==> src/ezb_pkg.sv <==
package ezb_pkg;
  localparam int unsigned EZB_ADDR_W = 8;
  localparam int unsigned EZB_PTR_W = 5;
  localparam int unsigned EZB_DEPTH = 32;
  // Register indices; byte address is four times the index
  localparam logic [7:0] EZB_IDX_BUS_CP = 8'hCC;
  localparam logic [7:0] EZB_IDX_CPU_SIDE_BASE_POINTER = 8'hCD;
  localparam logic [7:0] EZB_IDX_CPU_SIDE_CURRENT_POINTER = 8'hCE;
  localparam logic [7:0] EZB_IDX_BUF = 8'hCF;
  localparam logic [7:0] EZB_IDX_CFG = 8'hD6;
  localparam logic [7:0] EZB_IDX_MODE = 8'hD8;
  localparam logic [7:0] EZB_IDX_STAT = 8'hD9;
  // Configuration fields
  localparam int unsigned EZB_CFG_EN_BIT = 0;
  localparam int unsigned EZB_CFG_RATE_LO = 2;
  localparam int unsigned EZB_CFG_STOPIE_BIT = 4;
  localparam int unsigned EZB_CFG_PSEL_BIT = 6;
  localparam logic [7:0] EZB_CFG_WMASK = 8'h5D;
  localparam logic [7:0] EZB_CFG_RESET = 8'h00;
  localparam logic [7:0] EZB_PTR_RESET = 8'h00;
  localparam logic [1:0] EZB_RATE_100K = 2'h0;
  localparam logic [1:0] EZB_RATE_400K = 2'h1;
  localparam logic [1:0] EZB_RATE_50K = 2'h2;
  localparam logic [7:0] EZB_I2C_ADDR_RESET = 8'h08;
  typedef enum logic [2:0] {
    EZB_IDLE, EZB_ADDR, EZB_ADDR_ACK, EZB_WDATA, EZB_WACK, EZB_RDATA, EZB_RACK
  } ezb_state_e;
endpackage : ezb_pkg

==> src/ezb_ram_slave.sv <==
// Design decision made here: the APB slave port.
`timescale 1ns/1ps
`default_nettype none
// Behaviour
// - Loading the bus base pointer also loads the bus current pointer.
// - Bus current pointer increments after every completed data byte except the first written one, which loads it.
// - Bus current pointer wraps to zero after the 32nd byte.
// - Every bus buffer access uses the bus current pointer.
// - Each start or repeated start reloads the bus current pointer from base.
// - Only CPU writes and disabling change CPU base; each write also sets CPU current.
// - CPU current pointer increments after each counted window access.
// - Window read returns byte at CPU current; window write stores there unless the bus writes that byte in the same cycle.
// - Unwritten buffer locations may read any value.
// - Window reads outside the execute phase are ignored.
// - In compatibility mode pointers and data window do nothing.
// - Config bit 6 selects default or alternate pin pair for clock and data.
// - Pin select is frozen by writes that keep enable set while enabled; any other config write, including the enabling one, loads it.
// - Config bit 4 enables an interrupt on stop detection.
// - Configuration bits 0, 2, 3, 4 and 6 are read-write, the others read zero; all reset to zero.
// - First written data byte after the address loads the bus base pointer.
// - Disabled block holds pointers and bus engine in reset and blocks window access; config and mode stay writable.
// - Slave looks like 32-byte RAM, never stretches clock, auto-acknowledges.
module ezb_ram_slave (
  input wire logic clock,
  input wire logic sys_rst,
  input wire logic psel,
  input wire logic penable,
  input wire logic pwrite,
  input wire logic [31:0] paddr,
  input wire logic [31:0] pwdata,
  output logic [31:0] prdata,
  output logic pready,
  output logic pslverr,
  input wire logic instruction_execute_phase,
  input wire logic scl_a_in,
  input wire logic sda_a_in,
  output logic sda_a_oe_n,
  input wire logic scl_b_in,
  input wire logic sda_b_in,
  output logic sda_b_oe_n,
  output logic stop_irq,
  output logic [1:0] rate_sel
);
  import ezb_pkg::*;

  function automatic logic reg_hit(input logic [31:0] a, input logic [7:0] idx);
    reg_hit = (a[31:2] == {22'h000000, idx}) && (a[1:0] == 2'h0);
  endfunction : reg_hit

  ////////////////////////////////////////////////////////////////////////////
  // Pin synchronisers and pin-pair select
  logic [3:0] pin_s1_reg, pin_s2_reg, pin_s1_next;
  logic scl_s, sda_s, scl_d_reg, sda_d_reg;
  logic [7:0] cfg_reg, cfg_next;
  logic enabled;
  assign enabled = cfg_reg[EZB_CFG_EN_BIT];
  assign pin_s1_next = {scl_a_in, sda_a_in, scl_b_in, sda_b_in};
  always_ff @(posedge clock) begin
    pin_s1_reg <= pin_s1_next;
    pin_s2_reg <= pin_s1_reg;
    scl_d_reg <= scl_s;
    sda_d_reg <= sda_s;
  end
  always_comb begin
    if (cfg_reg[EZB_CFG_PSEL_BIT]) begin
      scl_s = pin_s2_reg[1];
      sda_s = pin_s2_reg[0];
    end else begin
      scl_s = pin_s2_reg[3];
      sda_s = pin_s2_reg[2];
    end
  end
  logic scl_rise, scl_fall, start_det, stop_det;
  assign scl_rise = scl_s && !scl_d_reg;
  assign scl_fall = !scl_s && scl_d_reg;
  assign start_det = enabled && scl_s && scl_d_reg && !sda_s && sda_d_reg;
  assign stop_det = enabled && scl_s && scl_d_reg && sda_s && !sda_d_reg;

  ////////////////////////////////////////////////////////////////////////////
  // Registers and APB
  logic mode_reg, mode_next;
  logic [6:0] i2c_addr_reg, i2c_addr_next;
  logic [4:0] cpu_side_base_pointer_reg, cpu_side_base_pointer_next, cpu_side_current_pointer_reg, cpu_side_current_pointer_next;
  logic [31:0] prdata_reg, prdata_next;
  logic [7:0] ram [0:EZB_DEPTH-1];
  logic acc, wr_acc, rd_acc, buf_hit, win_ok, cpu_ram_we, bus_ram_we;
  logic [4:0] bus_cp_reg;
  logic [7:0] bus_wbyte;
  // One wait state: read data is loaded in the first access cycle
  // so that it already stands from a flip-flop when pready is high
  logic wait_reg, wait_next, rd_load;
  assign pready = wait_reg;
  assign pslverr = 1'b0;
  assign prdata = prdata_reg;
  // Writes and pointer side effects land only at the completing edge
  assign acc = psel && penable && wait_reg;
  assign rd_load = psel && penable && !pwrite && !wait_reg;
  assign wr_acc = acc && pwrite;
  assign rd_acc = acc && !pwrite;
  assign buf_hit = reg_hit(paddr, EZB_IDX_BUF);
  assign win_ok = enabled && mode_reg;
  assign cpu_ram_we = wr_acc && buf_hit && win_ok && !(bus_ram_we && bus_cp_reg == cpu_side_current_pointer_reg);
  assign stop_irq = stop_det && cfg_reg[EZB_CFG_STOPIE_BIT];
  assign rate_sel = cfg_reg[EZB_CFG_RATE_LO +: 2];

  always_comb begin
    cfg_next = cfg_reg;
    mode_next = mode_reg;
    i2c_addr_next = i2c_addr_reg;
    cpu_side_base_pointer_next = cpu_side_base_pointer_reg;
    cpu_side_current_pointer_next = cpu_side_current_pointer_reg;
    prdata_next = prdata_reg;
    wait_next = psel && penable && !wait_reg;
    if (wr_acc && reg_hit(paddr, EZB_IDX_CFG)) begin
      cfg_next = pwdata[7:0] & EZB_CFG_WMASK;
      if (enabled && pwdata[EZB_CFG_EN_BIT]) begin
        cfg_next[EZB_CFG_PSEL_BIT] = cfg_reg[EZB_CFG_PSEL_BIT];
      end
    end
    if (wr_acc && reg_hit(paddr, EZB_IDX_MODE)) begin
      mode_next = pwdata[0];
      i2c_addr_next = pwdata[14:8];
    end
    if (wr_acc && reg_hit(paddr, EZB_IDX_CPU_SIDE_BASE_POINTER) && win_ok) begin
      cpu_side_base_pointer_next = pwdata[4:0];
      cpu_side_current_pointer_next = pwdata[4:0];
    end
    if (win_ok && buf_hit && (wr_acc || (rd_acc && instruction_execute_phase))) begin
      cpu_side_current_pointer_next = cpu_side_current_pointer_reg + 5'h01;
    end
    if (!enabled) begin
      cpu_side_base_pointer_next = 5'h00;
      cpu_side_current_pointer_next = 5'h00;
    end
    if (rd_load) begin
      prdata_next = 32'h00000000;
      if (reg_hit(paddr, EZB_IDX_BUS_CP)) prdata_next[4:0] = bus_cp_reg;
      if (reg_hit(paddr, EZB_IDX_CPU_SIDE_BASE_POINTER)) prdata_next[4:0] = cpu_side_base_pointer_reg;
      if (reg_hit(paddr, EZB_IDX_CPU_SIDE_CURRENT_POINTER)) prdata_next[4:0] = cpu_side_current_pointer_reg;
      if (reg_hit(paddr, EZB_IDX_CFG)) prdata_next[7:0] = cfg_reg;
      if (reg_hit(paddr, EZB_IDX_MODE)) prdata_next[14:0] = {i2c_addr_reg, 7'h00, mode_reg};
      if (buf_hit && win_ok && instruction_execute_phase) begin
        prdata_next[7:0] = ram[cpu_side_current_pointer_reg];
      end
    end
  end
  always_ff @(posedge clock) begin
    if (sys_rst) begin
      cfg_reg <= EZB_CFG_RESET;
      mode_reg <= 1'b0;
      i2c_addr_reg <= EZB_I2C_ADDR_RESET[6:0];
      cpu_side_base_pointer_reg <= EZB_PTR_RESET[4:0];
      cpu_side_current_pointer_reg <= EZB_PTR_RESET[4:0];
      prdata_reg <= 32'h00000000;
      wait_reg <= 1'b0;
    end else begin
      wait_reg <= wait_next;
      cfg_reg <= cfg_next;
      mode_reg <= mode_next;
      i2c_addr_reg <= i2c_addr_next;
      cpu_side_base_pointer_reg <= cpu_side_base_pointer_next;
      cpu_side_current_pointer_reg <= cpu_side_current_pointer_next;
      prdata_reg <= prdata_next;
    end
  end

  ////////////////////////////////////////////////////////////////////////////
  // I2C slave engine; data is driven after SCL falls, never stretched
  ezb_state_e st_reg, st_next;
  logic [3:0] bit_reg, bit_next;
  logic [7:0] sh_reg, sh_next;
  logic [4:0] bus_bp_reg, bus_bp_next, bus_cp_next;
  logic first_reg, first_next, oe_n_reg, oe_n_next;
  logic [7:0] rd_byte;
  assign rd_byte = ram[bus_cp_reg];
  assign bus_wbyte = sh_reg;
  assign sda_a_oe_n = cfg_reg[EZB_CFG_PSEL_BIT] ? 1'b1 : oe_n_reg;
  assign sda_b_oe_n = cfg_reg[EZB_CFG_PSEL_BIT] ? oe_n_reg : 1'b1;

  always_comb begin
    st_next = st_reg;
    bit_next = bit_reg;
    sh_next = sh_reg;
    bus_bp_next = bus_bp_reg;
    bus_cp_next = bus_cp_reg;
    first_next = first_reg;
    oe_n_next = oe_n_reg;
    bus_ram_we = 1'b0;
    case (st_reg)
      EZB_IDLE: ;
      EZB_ADDR: begin
        if (scl_rise) begin
          sh_next = {sh_reg[6:0], sda_s};
          bit_next = bit_reg + 4'h1;
        end
        if (scl_fall && bit_reg == 4'h8) begin
          if (sh_reg[7:1] == i2c_addr_reg && mode_reg) begin
            oe_n_next = 1'b0;
            st_next = EZB_ADDR_ACK;
          end else begin
            st_next = EZB_IDLE;
          end
        end
      end
      EZB_ADDR_ACK: begin
        if (scl_fall) begin
          bit_next = 4'h0;
          if (sh_reg[0]) begin
            sh_next = rd_byte;
            oe_n_next = rd_byte[7];
            st_next = EZB_RDATA;
          end else begin
            oe_n_next = 1'b1;
            first_next = 1'b1;
            st_next = EZB_WDATA;
          end
        end
      end
      EZB_WDATA: begin
        if (scl_rise) begin
          sh_next = {sh_reg[6:0], sda_s};
          bit_next = bit_reg + 4'h1;
        end
        if (scl_fall && bit_reg == 4'h8) begin
          oe_n_next = 1'b0;
          st_next = EZB_WACK;
          if (first_reg) begin
            bus_bp_next = sh_reg[4:0];
            bus_cp_next = sh_reg[4:0];
            first_next = 1'b0;
          end else begin
            bus_ram_we = 1'b1;
            bus_cp_next = bus_cp_reg + 5'h01;
          end
        end
      end
      EZB_WACK: begin
        if (scl_fall) begin
          oe_n_next = 1'b1;
          bit_next = 4'h0;
          st_next = EZB_WDATA;
        end
      end
      EZB_RDATA: begin
        if (scl_fall) begin
          bit_next = bit_reg + 4'h1;
          sh_next = {sh_reg[6:0], 1'b1};
          oe_n_next = (bit_reg == 4'h7) ? 1'b1 : sh_reg[6];
          if (bit_reg == 4'h7) begin
            bus_cp_next = bus_cp_reg + 5'h01;
            first_next = 1'b0;
            st_next = EZB_RACK;
          end
        end
      end
      // Ack seen on the rise; next byte's first bit goes out on the fall
      EZB_RACK: begin
        if (scl_rise) begin
          if (sda_s) begin
            st_next = EZB_IDLE;
          end else begin
            first_next = 1'b1;
          end
        end
        if (scl_fall && first_reg) begin
          first_next = 1'b0;
          bit_next = 4'h0;
          sh_next = rd_byte;
          oe_n_next = rd_byte[7];
          st_next = EZB_RDATA;
        end
      end
      default: st_next = EZB_IDLE;
    endcase
    if (stop_det) begin
      st_next = EZB_IDLE;
      oe_n_next = 1'b1;
    end
    if (start_det) begin
      st_next = EZB_ADDR;
      bit_next = 4'h0;
      oe_n_next = 1'b1;
      bus_cp_next = bus_bp_reg;
    end
    if (!enabled || !mode_reg) begin
      st_next = EZB_IDLE;
      oe_n_next = 1'b1;
      bus_bp_next = 5'h00;
      bus_cp_next = 5'h00;
      bus_ram_we = 1'b0;
    end
  end
  always_ff @(posedge clock) begin
    if (sys_rst) begin
      st_reg <= EZB_IDLE;
      bit_reg <= 4'h0;
      sh_reg <= 8'h00;
      bus_bp_reg <= EZB_PTR_RESET[4:0];
      bus_cp_reg <= EZB_PTR_RESET[4:0];
      first_reg <= 1'b0;
      oe_n_reg <= 1'b1;
    end else begin
      st_reg <= st_next;
      bit_reg <= bit_next;
      sh_reg <= sh_next;
      bus_bp_reg <= bus_bp_next;
      bus_cp_reg <= bus_cp_next;
      first_reg <= first_next;
      oe_n_reg <= oe_n_next;
    end
  end

  // Buffer has no reset: contents undefined until written
  always_ff @(posedge clock) begin
    if (bus_ram_we) begin
      ram[bus_cp_reg] <= bus_wbyte;
    end
    if (cpu_ram_we) begin
      ram[cpu_side_current_pointer_reg] <= pwdata[7:0];
    end
  end
endmodule : ezb_ram_slave
`default_nettype wire

==> config.mk <==
export PLATFORM = sky130hd
export DESIGN_NAME = ezb_ram_slave
export DESIGN_NICKNAME = d
export VERILOG_FILES = /design/src/ezb_pkg.sv /design/src/ezb_ram_slave.sv
export SDC_FILE = /design/constraint.sdc
export NUM_CORES = 1
export LEC_CHECK = 0
export BUFFER_PORTS_ARGS = -buffer_cell sky130_fd_sc_hd__buf_2
export CORE_MARGIN = 5
export CORE_UTILIZATION = 50
export CTS_CLUSTER_DIAMETER = 120
export DETAILED_ROUTE_END_ITERATION = 10
export PLACE_DENSITY = 0.67
export SYNTH_ARGS = -nofsm -noshare
export SYNTH_HDL_FRONTEND = slang
export SYNTH_SLANG_ARGS = --single-unit
export TNS_END_PERCENT = 30
==> constraint.sdc <==
create_clock -name clock -period 2.9 [get_ports clock]
set_input_delay 0.145 -clock clock [delete_from_list [all_inputs] [get_ports clock]]
set_output_delay 0.145 -clock clock [all_outputs]
set_load 0.1 [all_outputs]
==> key figures <==
Detailed routing
  • Routed wire length: between 60000 and 70000 µm
  • DRT iter0 DRCs: ~2000
  • Routed WL per cell: around 29 µm
  • Via density per instance: approximately 6.7
  • Post-route ant nets: 0
  • DR pass1 iterations: 5
  • Via count: approximately 15000
  • DRC: 0

Setup path
  • Reg2reg end: ram[3][0]
  • FF-to-FF setup slack: 0.07 ns
  • R2R cell count: 9
  • WP buf/inv: 3
  • Delay-heaviest family, CP: simple AND/OR/NAND/NOR gates
  • CP Class: reg -> reg
  • Worst EP arrival: between 3 and 4 ns
  • Slowest cell on crit path: and4_4
  • Critical Path Sink: ram[3][0]
  • Startpoint types: flop
  • CP startpoint: cfg_reg[6]
  • Maximum fanout along the worst path: 10
  • Most common cell on crit path: buf_4
  • Worst path max stage delay: between 0.4 and 0.5 ns
  • R2r startpoint: cfg_reg[6]
  • Critical Path RT: about 3.2 ns
  • Crit. path cell count: 9
  • Worst setup EP type: flop
  • Crit-path cells: mux2i_4 -> inv_4 -> nor4_4 -> and4_4 -> nor4b_2 -> buf_4 -> buf_4 -> nand2_2 -> mux2_2

Logic synthesis
  • Main combinational cell family by area after synthesis: multiplexers
  • Yosys warning count: 0
  • Syn avg cell area: 12.84 µm²
  • Compound-gate portion of the synthesized area: 6.965%
  • Top area cells in the synthesized netlist: edfxtp_1 38%, mux4_2 13%, mux2_2 12%
  • Post-synth top flop: edfxtp_1
  • Synth async-reset ratio: 0%
  • Synth Area in XOR/XNOR: less than 1%
  • Synth Area in Simple Gates: approximately a tenth
  • Post-synthesis mux area share: 30.87%
  • Top cell type's share of synthesized area: between 30% and 40%
  • Mapped Area: 0.02039 mm²
  • Sequential-to-total area share from yosys stat: a little under half
  • Post-synthesis adder-cell area fraction: 0.6627%
  • EDFF count, synth: 256
  • Syn Inst Count: 1588
  • Yosys cell types: a little over 80
  • Synth area leader: edfxtp_1
  • Number of synthesized register bits: 342

Final layout
  • Final net count: 1768
  • Final instance area: about 0.023 mm²
  • Max reg flops: 256
  • Area delta synth->final: 14.46%
  • Share of layout cells above drive strength 1: ~39%

Global route
  • Largest net degree at the start of global routing: 37
  • Initial antenna violation count: 1
  • Grt ovf: 0
  • First-pass GRT wire length: around 97000 µm
  • Vias in the first global route: 14690
  • Total GRT Usage: around 29%

Clocking
  • Post-CTS setup buffers: 0
  • Clk slew on worst S/H paths: 0.06 ns
  • Clock Sinks: approximately 340
  • Gates resized, CTS repair: 0
  • CTS Buf Count: 38
  • CTS tree: built
  • Clock Path Buffers: 3
  • Root buf cell: clkbuf_16
  • Clk_lat worst skew: 0.56 ns
  • H-tree levels: 2

Timing
  • Final hold viol count: 0
  • Clock skew after layout: approximately 0.020 ns
  • RSZ-0062 raised after global routing: true
  • Final Cycle Share: 97.55%
  • Setup Viol. Count Final: 0
  • Min cycle time layout: between 2 and 3 ns
  • Slew @ Worst Pin: about 0.98 ns
  • Max-slew violation count: 0
  • Slew headroom: ~34%
  • F_max: 353.5 MHz
  • Worst hold slack: between 0.1 and 0.15 ns

Die
  • Initial Util: approximately half
  • Core area: approximately 0.04 mm²
  • Die width: 211.9 µm
  • I/O pin cnt: around 110
  • Die Footprint: about 0.045 mm²
  • Rows: 74
  • Die H: 211.9 µm

Placement
  • Post-DP HPWL: between 40000 and 50000 µm
  • Port-buffer cells: 77
  • GPL Wtd Cong: between 0.9 and 1
  • DP Area: about 0.022 mm²

Hold path
  • HP Class: in -> reg
  • Hold Path Depth: 4

Power and ir drop
  • NetSw: 2277 µW
  • Comb power frac: under 10%
  • Peak VDD IR: just over 0.4 mV
  • Clock share of power: a little under half
  • Pwr Density: approximately 450 mW/mm²
  • Seq pwr share: 49.9%
  • Leak: around 0.0083 µW
  • Sw Ratio: a little over a fifth
  • Pint: just over 8000 µW

Flow run
  • Maxcap violations: 0

Status
  • Outcome: completed
==> layer usage <==
layer / track usage [%] / vias up / part of all wire (%)
met5: 0 / - / 0
met4: 11.39 / 0 / 4.7
met3: 5.868 / 174 / 9.8
met2: 46.46 / 899 / 47
met1: 38.99 / 7563 / 38
li1: - / 6332 / -
==> power groups by stage <==
stage                     combinational, µW  clock, µW  sequential [µW]
after global placement                  312          0             5310
after global routing                    347       5140             5200
after detailed placement                315          0             5310
after CTS                               331       4940             5200
final                                   338       4890             5200
after floorplan                         203          0             5340
==> tightest hold or removal path, cell delays in order <==
cell and delay (ns):
buf_2 0.10, nand2_1 0.10, a31oi_1 0.18, a211oi_1 0.07
==> cells in the final DEF, fill, tap and decap left out, types with 37 or more instances in the layout <==
master / instances
mux2_2: 224
mux4_2: 118
nor2_1: 84
buf_4: 95
clkbuf_16: 39
buf_2: 77
dfxtp_1: 80
nand2_1: 76
mux2i_1: 64
edfxtp_1: 256
o21ai_0: 37
==> cells in the mapped netlist, types with 29 or more instances <==
cell      number
edfxtp_1     256
mux2_2       224
mux4_2       118
clkbuf_1     104
dfxtp_1       86
nor2_1        84
nand2_1       76
mux2i_1       64
o21ai_0       37
a21oi_1       36
nand3_1       36
nor3_1        29
==> metrics by stage <==
stage	setup TNS [ns]	setup WS (ns)	utilization [%]	instances	power [µW]
after global placement	0	0.06564	54.10	2160	5620
final	0	0.07103	57.55	2246	10430
after detailed placement	0	0.04232	54.10	2160	5623
after floorplan	0	0.1183	-	1605	5540
after global routing	-0.3366	-0.02780	57.54	2245	10690
after CTS	0	0.08175	57.54	2245	10470
==> timing repair <==
action                     4_1_cts  5_1_grt
setup endpoints to repair        0       23
hold buffers                    16        0
hold endpoints to repair        18        0
==> final cells by class <==
class                   count  area, µm²
flip-flops and latches    342       9427
repair buffers            215       1799
well taps                 532      665.6
multi-input cells        1070      10140
clock buffers              55       1096
fillers                  3244      17220
diodes                      1      2.502
clock inverters            14      141.4
inverters                  17      66.31
==> cells by family after synthesis <==
group | count (synthesis)
multiplexers | 440
other | 1
XOR/XNOR | 17
AO/OA/AOI/OAI | 202
adder cells (fa/ha/maj) | 11
AND/OR/NAND/NOR | 382
buffers and inverters | 193
flip-flops | 342
==> how the worst min path moves through the flow <==
stage	slack, ns	from	end
5_1_grt	0.11	instruction_execute_phase	prdata[1]
4_1_cts	0.08	instruction_execute_phase	prdata[1]
2_1_floorplan	0.17	sda_b_in	pin_s1_reg[0]
3_5_place_dp	0.25	sda_b_in	pin_s1_reg[0]
3_3_place_gp	0.25	sda_a_in	pin_s1_reg[2]
6_report	0.10	instruction_execute_phase	prdata[1]
Note: power is estimated with default switching activity, not from simulation.
